File: config.mk
export PLATFORM = sky130hd
export DESIGN_NAME = msw_status_bank
export DESIGN_NICKNAME = d
export VERILOG_FILES = /design/src/design/msw_pkg.sv /design/src/design/msw_status_bank.sv /design/src/design/msw_sync.sv
export SDC_FILE = /design/constraint.sdc
export NUM_CORES = 1
export LEC_CHECK = 0
export BUFFER_PORTS_ARGS = -buffer_cell sky130_fd_sc_hd__buf_2
export CAP_MARGIN = 20
export CELL_PAD_IN_SITES_DETAIL_PLACEMENT = 1
export CELL_PAD_IN_SITES_GLOBAL_PLACEMENT = 2
export CORE_MARGIN = 1.5
export CORE_UTILIZATION = 28
export DETAILED_ROUTE_END_ITERATION = 7
export PLACE_DENSITY_LB_ADDON = 0.1
export SLEW_MARGIN = 30
export SYNTH_ARGS = -nofsm -noshare
export SYNTH_HDL_FRONTEND = slang
export SYNTH_SLANG_ARGS = --single-unit
File: constraint.sdc
create_clock -name clk_sys_i -period 1.1 [get_ports clk_sys_i]
set_input_delay 0.11 -clock clk_sys_i [delete_from_list [all_inputs] [get_ports clk_sys_i]]
set_output_delay 0.11 -clock clk_sys_i [all_outputs]
set_load 0.05 [all_outputs]
File: src/design/msw_pkg.sv
// Package for the meter status word bank: offsets, bit positions, carriers
package msw_pkg;

  // Register addresses within the meter register map
  localparam logic [15:0] MSW_EVENT_ADDR = 16'h0fd0;
  localparam logic [15:0] MSW_ALARM_ADDR = 16'h0fd1;

  // Event word bit positions
  localparam int MSW_BIT_MEM_COMM = 12;
  localparam int MSW_BIT_NO_MEAS = 9;
  localparam int MSW_BIT_BOARD_FIT = 7;
  localparam int MSW_BIT_BOARD_ERR = 6;
  localparam int MSW_BIT_CHAR_BAD = 3;

  // Alarm word field positions
  localparam int MSW_RELAY_LSB = 0;
  localparam int MSW_LAMP_LSB = 4;
  localparam int MSW_ALARM_CNT = 4;

  // Event bits 12, 9, 7, 6 and 3; every other bit reads zero and ignores writes
  localparam logic [15:0] MSW_EVENT_MASK = 16'h12c8;

  // Values after reset
  localparam logic [15:0] MSW_EVENT_RESET = 16'h0000;
  localparam logic [15:0] MSW_ALARM_RESET = 16'h0000;

  // Event sources raised by the meter core, one-cycle or level
  typedef struct packed {
    logic mem_comm_fail;
    logic no_meas_values;
    logic board_fitted;
    logic board_error;
    logic char_invalid;
  } msw_events_t;

  // Register access request from the serial register interface
  typedef struct packed {
    logic        rd;
    logic        wr;
    logic [15:0] addr;
    logic [15:0] wdata;
  } msw_req_t;

endpackage

File: src/design/msw_status_bank.sv
// Meter status word bank: latched event word and mirrored alarm word
// Behaviour
// - An event bit reads one once its event occurred, zero otherwise.
// - Bit 12 of the event word flags data-memory communication failure.
// - Bit 9 of the event word flags no stored measured values.
// - Bit 7 of the event word flags a fitted output board.
// - Bit 6 flags output board error or missing calibration.
// - Bit 3 flags an invalid user-defined transfer characteristic.
// - Alarm word bits 4..7 mirror alarm lamps one to four.
// - Alarm word bits 0..3 mirror alarm relays one to four.
`timescale 1ns/10ps
module msw_status_bank #(
  // Alarm channels, each with one lamp and one relay
  parameter int ALARMS = msw_pkg::MSW_ALARM_CNT
) (
  // Clock, reset and enable
  input wire logic clk_sys_i,
  input wire logic rstn_i,
  input wire logic ce_i,
  // Register request from the serial interface, same clock
  input wire msw_pkg::msw_req_t req_i,
  // Event sources from the meter core, same clock
  input wire msw_pkg::msw_events_t events_i,
  // Alarm lamps and relays, straight from pins
  input wire logic [ALARMS-1:0] alarm_lamp_i,
  input wire logic [ALARMS-1:0] alarm_relay_i,
  // Read answer
  output logic [15:0] rdata_o,
  output logic rvalid_o,
  // Live copies of both words
  output logic [15:0] event_fault_word_o,
  output logic [15:0] alarm_state_word_o
);
  import msw_pkg::*;

  // Overview of the bank
  // Event word: sticky flags, raised by the core, dropped only by a write.
  // Alarm word: plain mirror of the synchronised lamp and relay pins.
  // A read answers one enabled edge later with the word as it stood before.
  // Limitation: the alarm word lags its pins by three enabled edges.
  // Limitation: a level event keeps its bit set for as long as it is high.

  // Every register on the serial map is one word wide
  localparam int WORD_W = 16;
  // Upper byte of the alarm word has no source and reads zero
  localparam logic [WORD_W-1:0] ALARM_MASK = 16'h00ff;

  // Whole bank state in one record, registered together
  typedef struct packed {
    logic [WORD_W-1:0] event_word;
    logic [WORD_W-1:0] alarm_word;
    logic [WORD_W-1:0] rdata;
    logic rvalid;
  } msw_state_t;

  // One request reduced to the few facts the bank acts on
  typedef struct packed {
    logic rd;
    logic wr;
    logic event_hit;
    logic alarm_hit;
  } msw_decode_t;

  msw_state_t state_reg;
  msw_state_t state_next;
  msw_decode_t dec;
  logic [ALARMS-1:0] lamp_sync;
  logic [ALARMS-1:0] relay_sync;
  logic [WORD_W-1:0] event_set;
  logic [WORD_W-1:0] alarm_live;
  logic [WORD_W-1:0] clear_keep;
  logic [WORD_W-1:0] event_merged;
  logic [WORD_W-1:0] read_word;

  // Address compare for the event word
  // Shared by the write decode and the read mux
  function automatic logic is_event_addr(input logic [15:0] addr);
    return addr == MSW_EVENT_ADDR;
  endfunction

  // Address compare for the alarm word
  // Shared by the write decode and the read mux
  function automatic logic is_alarm_addr(input logic [15:0] addr);
    return addr == MSW_ALARM_ADDR;
  endfunction

  // Read mux; unmapped addresses answer zero rather than stall the master
  // Zero is also what unused bits show, so no separate error path
  function automatic logic [WORD_W-1:0] pick_word(
    input logic [15:0] addr,
    input logic [WORD_W-1:0] ev_word,
    input logic [WORD_W-1:0] al_word
  );
    logic [WORD_W-1:0] word;
    word = '0;
    if (is_event_addr(addr)) begin
      word = ev_word;
    end else if (is_alarm_addr(addr)) begin
      word = al_word;
    end
    return word;
  endfunction

  // Lamps and relays come from pins, so synchronise them first
  // Both groups share one synchroniser so they stay in step
  // Cost: three enabled edges from pin to register
  msw_sync #(
    .WIDTH(2 * ALARMS)
  ) u_alarm_sync (
    .clk_sys_i(clk_sys_i),
    .rstn_i(rstn_i),
    .ce_i(ce_i),
    .async_i({alarm_lamp_i, alarm_relay_i}),
    .sync_o({lamp_sync, relay_sync})
  );

  // Request decode; both strobes share the same address compare
  // Requests are levels sampled on each enabled edge
  always_comb begin
    dec = '0;
    dec.rd = req_i.rd;
    dec.wr = req_i.wr;
    dec.event_hit = is_event_addr(req_i.addr);
    dec.alarm_hit = is_alarm_addr(req_i.addr);
  end

  // Map event sources onto their bit positions
  // Sources may be pulses or levels; both latch the same way
  always_comb begin
    event_set = '0;
    event_set[MSW_BIT_MEM_COMM] = events_i.mem_comm_fail;
    event_set[MSW_BIT_NO_MEAS] = events_i.no_meas_values;
    event_set[MSW_BIT_BOARD_FIT] = events_i.board_fitted;
    event_set[MSW_BIT_BOARD_ERR] = events_i.board_error;
    event_set[MSW_BIT_CHAR_BAD] = events_i.char_invalid;
  end

  // Per-alarm placement of lamp and relay states
  // Alarm one lands on the lowest bit of each field
  for (genvar i = 0; i < ALARMS; i++) begin : g_alarm_bit
    assign alarm_live[MSW_LAMP_LSB + i] = lamp_sync[i];
    assign alarm_live[MSW_RELAY_LSB + i] = relay_sync[i];
  end

  // Bits above the lamp field have no source
  assign alarm_live[WORD_W-1:MSW_LAMP_LSB+ALARMS] = '0;

  // Keep mask from a write: a one keeps a bit, a zero drops it
  // A master can therefore never raise a flag by writing
  // Writes to the alarm word or elsewhere leave every bit kept
  always_comb begin
    clear_keep = '1;
    if (dec.wr && dec.event_hit) begin
      clear_keep = req_i.wdata;
    end
  end

  // Set wins over a same-cycle clear so an event is never lost
  // The mask keeps unused bits at zero whatever was written
  // Hazard: a level event held high cannot be cleared until it drops
  always_comb begin
    event_merged = state_reg.event_word & clear_keep;
    event_merged = event_merged | event_set;
    event_merged = event_merged & MSW_EVENT_MASK;
  end

  // Read answers with the word as it stood before this edge
  // So a read and a write in one cycle see the old value
  assign read_word = pick_word(req_i.addr, state_reg.event_word, state_reg.alarm_word);

  // Next state; alarm word writes are dropped on purpose, it is a mirror
  // Read valid is a one-cycle pulse, read data holds until the next read
  // Every field has a value on every path through this process
  always_comb begin
    state_next = state_reg;
    state_next.rvalid = 1'b0;
    state_next.event_word = event_merged;
    state_next.alarm_word = alarm_live & ALARM_MASK;
    if (dec.rd) begin
      state_next.rvalid = 1'b1;
      state_next.rdata = read_word;
    end
  end

  // State register; low enable holds everything including read data
  // Reset loads constants only
  // Both words read zero until the first enabled edge after reset
  always_ff @(posedge clk_sys_i or negedge rstn_i) begin
    if (!rstn_i) begin
      state_reg.event_word <= MSW_EVENT_RESET;
      state_reg.alarm_word <= MSW_ALARM_RESET;
      state_reg.rdata <= '0;
      state_reg.rvalid <= 1'b0;
    end else if (ce_i) begin
      state_reg <= state_next;
    end
  end

  // Outputs straight from the state flops
  // No logic after the register, so the ports never glitch
  assign rdata_o = state_reg.rdata;
  assign rvalid_o = state_reg.rvalid;
  assign event_fault_word_o = state_reg.event_word;
  assign alarm_state_word_o = state_reg.alarm_word;

endmodule

File: src/design/msw_sync.sv
// Two-flop synchroniser for a vector of asynchronous levels
`timescale 1ns/10ps
module msw_sync #(
  parameter int WIDTH = 8
) (
  input wire logic clk_sys_i,
  input wire logic rstn_i,
  input wire logic ce_i,
  input wire logic [WIDTH-1:0] async_i,
  output logic [WIDTH-1:0] sync_o
);

  typedef struct packed {
    logic [WIDTH-1:0] stage1;
    logic [WIDTH-1:0] stage2;
  } msw_sync_state_t;

  msw_sync_state_t state_reg;
  msw_sync_state_t state_next;

  // First stage feeds only the second stage
  always_comb begin
    state_next = state_reg;
    state_next.stage1 = async_i;
    state_next.stage2 = state_reg.stage1;
  end

  always_ff @(posedge clk_sys_i or negedge rstn_i) begin
    if (!rstn_i) begin
      state_reg <= '0;
    end else if (ce_i) begin
      state_reg <= state_next;
    end
  end

  assign sync_o = state_reg.stage2;

endmodule

## Word level (Yosys, flattened, before mapping)

Index checks and enable logic that the tools add are counted.

| word-level totals | value |
|---|---|
| register bits | 46 |
| latch bits | 0 |
| memory bits (writable) | 0 |
| memory bits (read-only) | 0 |
| memories kept | 0 |

| cells by class | value |
|---|---|
| add/sub/neg operators | 0 |
| $mul | 0 |
| div/mod/pow operators | 0 |
| $lt $le $gt $ge | 0 |
| eq/ne operators | 2 |
| shifts and indexed selects | 0 |
| muxes and demuxes | 4 |
| bitwise operators | 2 |
| reductions and logical operators | 2 |

Operators by type and width:

| operator | number |
|---|---|
| $eq 16x12->1 const B | 2 |
| $mux 13 | 2 |
| $and 13x13->13 | 1 |
| $or 13x13->13 | 1 |
| $mux 8 | 1 |
| $reduce_and 2->1 | 1 |
| $logic_and 1x1->1 | 1 |
| $mux 1 | 1 |

## Longest topological paths before layout

Gate-level depths: netlist of run 1.

| depth | value |
|---|---|
| word-level depth | 5 |
| mapped depth | 5 |
| mapped depth without buffers | 3 |

## By module

A second synthesis of run 1 with hierarchy kept.

| second synthesis, totals | value |
|---|---|
| cells, all modules | 154 |
| area total of the unflattened synthesis | 1920.6 µm² |

By module, submodules not included:

| module | instances | cells an instance | area each (µm²) |
|---|---|---|---|
| msw_status_bank | 1 | 120 | 1271.2 |
| msw_sync | 1 | 34 | 649.4 |

## Worst setup path after synthesis of run 1

No wires, ideal clock.

| timing path | value |
|---|---|
| path kind | input to register |
| from | input req_i[29] in the netlist's numbering |
| to | register state_reg (netlist bit rdata_o[3]) |
| data arrival time | 1.458 ns |
| data required time | 0.996 ns |
| path slack | -0.461 ns |
| stages on the path | 4 |
| path buffers | 1 |
| cells stage by stage | or4b_1 -> or3_1 -> buf_2 -> o41ai_2 |

| between the ends | value |
|---|---|
| longest elaborated chain between the ends | 3 |

RTL lines:

| item | RTL line | source |
|---|---|---|
| start, declared | msw_status_bank.sv:21 | `input wire msw_pkg::msw_req_t req_i,` |
| $eq 16x12->1 | msw_status_bank.sv:84 | `return addr == MSW_ALARM_ADDR;` |
| $mux 8 | msw_status_bank.sv:98 | `end else if (is_alarm_addr(addr)) begin` |
| $mux 13 * | msw_status_bank.sv:96 | `if (is_event_addr(addr)) begin` |
| end signal, assigned | msw_status_bank.sv:195 | `state_reg <= state_next;` |
| end, declared | msw_status_bank.sv:64 | `msw_state_t state_reg;` |

Every way passes the cells marked *; elsewhere a longest branch is shown, timed or not.
A chain may end at the register's enable or synchronous reset.

## Worst setup path after layout of run 1

| timing path | value |
|---|---|
| from | input req_i[29] in the netlist's numbering |
| to | register state_reg (netlist bit rdata_o[6]) |

Same word-level chain as after synthesis.

==> impl_metrics.tcl, run 1 <==
set metrics [dict create \
    place_area_um2 2230 \
    areaGrowthSynthToFinish_pct 29.7 \
    synth-compound-area-share 0.0918 \
    worstReg2RegStart "alarm_state_word_o[7]" \
    yosys_warnings 0 \
    endpoint_kind "register" \
    seq_area_frac_synth 0.540 \
    synth.most_common_cell "dfrtp_1" \
    violations "negative setup slack" \
    seq_area_um2 1000 \
    dr.pass1.iters 3 \
    post-route-min-period_ns 1.24 \
    cts_root_buf "clkbuf_8" \
    dpl.hpwl_mm 3.43 \
    clk_latency_ns 0.29 \
    clock_path_buffers 2 \
    fmax_mhz 803 \
    design_area_um2 2400 \
    min_from "alarm_lamp_i[0]" \
    synth-simple-area-share 0.0843 \
    core_area_um2 6390 \
    arrival_ns 1.43 \
    die_w_um 84.4 \
    grt_pass1_vias 1428 \
    finClkSkew_ns 0.00258 \
    drv_cap 0 \
    synth_common_cells "dfrtp_1 (40), buf_4 (25), mux2_2 (24), nand2_1 (11), a21oi_1 (10)" \
    port_buffers 62 \
    place_congestion 0.757 \
    netlist_area_um2 1850 \
    powerDensity_nw_per_um2 1450 \
    cts_tree "yes" \
    cts_sinks 40 \
    cp-startpoint "req_i[29]" \
    criticalPathCategory "in2reg" \
    grt_max_degree 27 \
    wl_met3_um 272 \
    layout-drive-gt1-share 0.516 \
    rows 29 \
    yosys-top-cells-area "dfrtp_1 (54%), mux2_2 (15%), buf_4 (10%)" \
    yosysTopAreaCellShare 0.540 \
    vdd.ir_drop.worst_mv 0.798 \
    grt_first_pass_wirelength_mm 7.51 \
    clkSlewWorstSetupHoldPaths_ns 0.07 \
    finalHoldViolCount 0 \
    synth_top_family_by_area "multiplexers" \
    slew_violations 0 \
    timing.final.ws_setup_ns -0.145 \
    finalCritPeriodShare 1.13 \
    multi_input_area_um2 766 \
    synthAdderAreaFrac 0 \
    final_nets 275 \
    grt_overflow 0 \
    routed_wirelength_mm 4.51 \
    synth-edff-count 0 \
    top_layer "met4" \
    cp.required_ns 1.29 \
    initial_core_util 0.290 \
    ant_nets 0 \
    synth_top_cell_by_area "dfrtp_1" \
    finalSetupViolCount 10 \
    drt-met1-wl_mm 2.02 \
    drt_iter0_markers 31 \
    power_leakage_nw 1.14 \
    antenna-diode-count 0 \
    routed_via_density 4.54 \
    synth_flop_cell "dfrtp_1" \
    die_area_um2 7120 \
    grt_usage 0.134 \
    num_vias 1372 \
    fillers 725 \
    cts_buffers 5 \
    ys_ff_latch 40 \
    outcome "finished with violations" \
    antenna_found_initial 0 \
    synthCells 155 \
    synthMuxAreaShare 0.162 \
    synth_cell_types 20 \
    drc 0 \
    place_ws_ns -0.475 \
    wl_per_cell_um 14.9 \
    ios 99 \
    async_reset_ff_frac 1.00 \
    rsz0062_at_grt "yes" \
    min_path_type "in2reg" \
    ctsHtreeMaxLevel 2 \
    startpoint_type "primary input" \
    fp.dieH_um 84.4 \
    synth_xor_area_frac 0 \
    post_synth.cell_area_avg_um2 12.0 \
    crit_fanout 4 \
    route.met2.wl_mm 2.17 \
]
==> cells in the final DEF, fill, tap and decap left out <==
cell	count
dfrtp_1	40
conb_1	25
dlygate4sd3_1	1
o21ai_2	7
clkinv_2	1
buf_12	3
clkinvlp_4	1
o21ai_1	1
inv_1	1
clkbuf_8	5
nand4_1	5
a21oi_1	10
mux2i_1	3
or3_1	1
or4b_4	1
buf_4	10
nand4b_1	4
buf_6	1
o41ai_2	3
buf_2	51
clkbuf_4	6
and2_0	1
or3_4	1
mux2_2	24
nor3_2	2
a31oi_1	5
and4b_1	1
nand2_1	11
==> metrics by stage <==
step	TNS [ns]	instances	total power [mW]	util	hold slack, ns
5_1_grt	-1.34	302	3.68	0.377	0.0363
4_1_cts	-0.750	301	3.52	0.367	0.0449
3_3_place_gp	-4.73	293	2.54	0.349	0.0454
2_1_floorplan	-2.40	179	2.37	-	-0.186
3_5_place_dp	-5.10	293	2.57	0.349	0.0493
6_report	-0.981	302	3.49	0.377	0.0516
==> layer usage <==
| metal | GRT usage | up-vias |
|---|---|---|
| met5 | 0 | - |
| met4 | 0.0440 | 0 |
| met3 | 0.0364 | 8 |
| met2 | 0.217 | 47 |
| met1 | 0.175 | 677 |
| li1 | - | 640 |
==> final timing paths <==
check                      cells after the start  slack, ns                    endpoint
hold / removal                                 2       0.05  u_alarm_sync.state_next[4]
max in group asynchronous                      3       0.38       alarm_state_word_o[7]
hold reg to reg                                2       0.48                  rdata_o[4]
setup reg to reg                               2       0.17                  rdata_o[7]
min in group asynchronous                      2       0.27  u_alarm_sync.state_next[1]
setup / recovery                               4      -0.14                  rdata_o[6]
==> report_power, final <==
| group | internal, mW | leakage (nW) | switching (mW) | total [mW] |
|---|---|---|---|---|
| Combinational | 0.272 | 0.623 | 0.586 | 0.859 |
| Sequential | 1.60 | 0.477 | 0.0970 | 1.70 |
| Clock | 0.429 | 0.0400 | 0.496 | 0.925 |
==> flip-flops by register name, indices dropped and copies added, names as in the netlist <==
signal / count
rvalid_o: 1
u_alarm_sync.sync_o: 8
u_alarm_sync.state_next: 8
alarm_state_word_o: 8
rdata_o: 10
event_fault_word_o: 5
==> logic make-up after synthesis <==
logic type	after synthesis
AOI/OAI and AO/OA	26
buffers and inverters	34
DFF	40
muxes	27
other	1
and+or+nand+nor	27
==> layout make-up <==
cell class,instances,area share
Inverter,1,0.00156
Clock inverter,2,0.00520
Tap cell,77,0.0401
Multi-Input combinational cell,105,0.318
Sequential cell,40,0.416
Clock buffer,5,0.0286
Timing Repair Buffer,72,0.190
==> worst max-delay path, stage by stage <==
cell     delay [ns]
buf_6          0.09
or4b_4         0.52
or3_4          0.43
o41ai_2        0.28
==> timing repair <==
item | CTS | global route
hold buffers | 1 | 0
endpoints found under the setup margin | 14 | 16
pin swaps | 0 | 12
setup buffers | 0 | 2
endpoints found under the hold margin | 14 | 0
gates resized for setup | 6 | 14
(Power assumes the default switching activity.)
==> run 2: changes to the inputs <==
--- a/config.mk
+++ b/config.mk
@@ -13,6 +13,7 @@
 export CORE_UTILIZATION = 28
 export DETAILED_ROUTE_END_ITERATION = 7
 export PLACE_DENSITY_LB_ADDON = 0.1
+export SETUP_SLACK_MARGIN = 0.1
 export SLEW_MARGIN = 30
 export SYNTH_ARGS = -nofsm -noshare
 export SYNTH_HDL_FRONTEND = slang
==> constraint.sdc (replaced) <==
create_clock -name clk_sys_i -period 1.5 [get_ports clk_sys_i]
set_input_delay 0.15 -clock clk_sys_i [delete_from_list [all_inputs] [get_ports clk_sys_i]]
set_output_delay 0.15 -clock clk_sys_i [all_outputs]
set_load 0.05 [all_outputs]
==> impl_metrics.tcl, run 2 (synthesized netlist as in run 1, its figures left out) <==
set metrics [dict create \
    outcome "finished, final reports clean" \
    fmax_mhz 782 \
    cp.required_ns 1.69 \
    fin_setup_tns_ns 0 \
    place_congestion 0.740 \
    cts_tree "yes" \
    min_path_type "in2reg" \
    ctsHtreeMaxLevel 2 \
    finClkSkew_ns 0.00861 \
    largest_reg_flops 10 \
    min_from "alarm_lamp_i[2]" \
    startpoint_type "primary input" \
    seq_area_um2 1000 \
    post-route-min-period_ns 1.28 \
    crit_chain "buf_2 -> or4b_1 -> or3_1 -> buf_4 -> o41ai_2" \
    vdd.ir_drop.worst_mv 0.433 \
    grt_pass1_vias 1446 \
    num_vias 1392 \
    die_w_um 84.4 \
    power_leakage_nw 1.10 \
    crit_family "simple AND/OR/NAND/NOR gates" \
    clkSlewWorstSetupHoldPaths_ns 0.08 \
    routed_via_density 4.62 \
    powerDensity_nw_per_um2 1180 \
    endpoint_kind "register" \
    core_area_um2 6390 \
    drv_cap 0 \
    grt_overflow 0 \
    slew_violations 0 \
    cts_root_buf "clkbuf_8" \
    slew_headroom 0.571 \
    cp-startpoint "req_i[31]" \
    clk_latency_ns 0.29 \
    cts_buffers 5 \
    fillers 737 \
    antenna_found_initial 0 \
    drc 0 \
    multi_input_area_um2 721 \
    cts_sinks 40 \
    worstReg2RegStart "alarm_state_word_o[6]" \
    grt_max_degree 29 \
    crit_slowest_cell "or4b_1" \
    crit_fanout 10 \
    fp.dieH_um 84.4 \
    grt_usage 0.132 \
    rows 29 \
    arrival_ns 1.47 \
    initial_core_util 0.290 \
    final_nets 273 \
    path_buf_inv 2 \
    postCtsSetupBuffers 0 \
    tightest_slew_ns 0.644 \
    finalCritPeriodShare 0.852 \
    drt_iter0_markers 29 \
    dr.pass1.iters 4 \
    rsz0062_at_grt "no" \
    wl_per_cell_um 15.0 \
    design_area_um2 2300 \
    slowest_delay_ns 0.53 \
    final_common_cell "buf_2" \
    areaGrowthSynthToFinish_pct 24.2 \
    grt_first_pass_wirelength_mm 7.33 \
    finalSetupViolCount 0 \
    ctsResizeCount 0 \
    criticalPathCategory "in2reg" \
    routed_wirelength_mm 4.52 \
    finalHoldViolCount 0 \
    antenna-diode-count 0 \
    port_buffers 62 \
    layout-drive-gt1-share 0.460 \
    clock_path_buffers 2 \
    layout_common_cells "buf_2 (62), dfrtp_1 (40), conb_1 (25)" \
    dpl.hpwl_mm 3.52 \
    cts_hold_buf 1 \
    die_area_um2 7120 \
    ant_nets 0 \
    ios 99 \
    place_area_um2 2180 \
]
[run 2: cell types whose count changed in the layout (fill, tap and decap cells not counted), moves of 2 or more]
cell	delta
buf_2	+11
nor3_1	+2
clkbuf_4	-6
buf_12	-3
o21ai_1	+7
nor3_2	-2
o21ai_2	-7
buf_4	-3
[run 2: path summary, 6_finish.rpt]
| check | slack, ns | endpoint | cells after the start |
|---|---|---|---|
| setup / recovery | 0.22 | rdata_o[7] | 5 |
| hold / removal | 0.08 | u_alarm_sync.state_next[6] | 2 |
| setup reg to reg | 0.57 | rdata_o[6] | 2 |
| hold reg to reg | 0.48 | rdata_o[9] | 2 |
| max in group asynchronous | 0.52 | u_alarm_sync.state_next[5] | 3 |
| min in group asynchronous | 0.41 | rdata_o[1] | 2 |
[run 2: final cells by class]
class                   instances  area share
clock buffers                   6      0.0315
multi-input cells             105       0.313
repair buffers                 70       0.162
clock inverters                 2      0.0152
inverters                       1     0.00163
flip-flops and latches         40       0.435
well taps                      77      0.0418
[run 2: report_power, final]
part	switching (mW)	leakage, nW	internal [mW]
Clock	0.381	0.0552	0.494
Combinational	0.427	0.567	0.168
Sequential	0.0697	0.477	1.18
[run 2: layer usage]
metal	wire (um)	GRT usage	share of wire
met3	285	0.0364	0.063
met5	0	0	0
met1	1920	0.162	0.42
met4	108	0.0572	0.024
met2	2210	0.218	0.49
[run 2: per-stage QoR]
| step | cells | hold WS (ns) | utilization | total power, mW | setup slack, ns |
|---|---|---|---|---|---|
| finish | 301 | 0.0835 | 0.361 | 2.72 | 0.222 |
| global route | 301 | 0.0783 | 0.361 | 2.85 | 0.150 |
| CTS | 301 | 0.0754 | 0.361 | 2.76 | 0.219 |
| detailed placement | 292 | 0.216 | 0.342 | 1.87 | -0.0955 |
| global placement | 292 | 0.208 | 0.342 | 1.85 | -0.0709 |
| floorplan | 179 | -0.146 | - | 1.74 | 0.0828 |
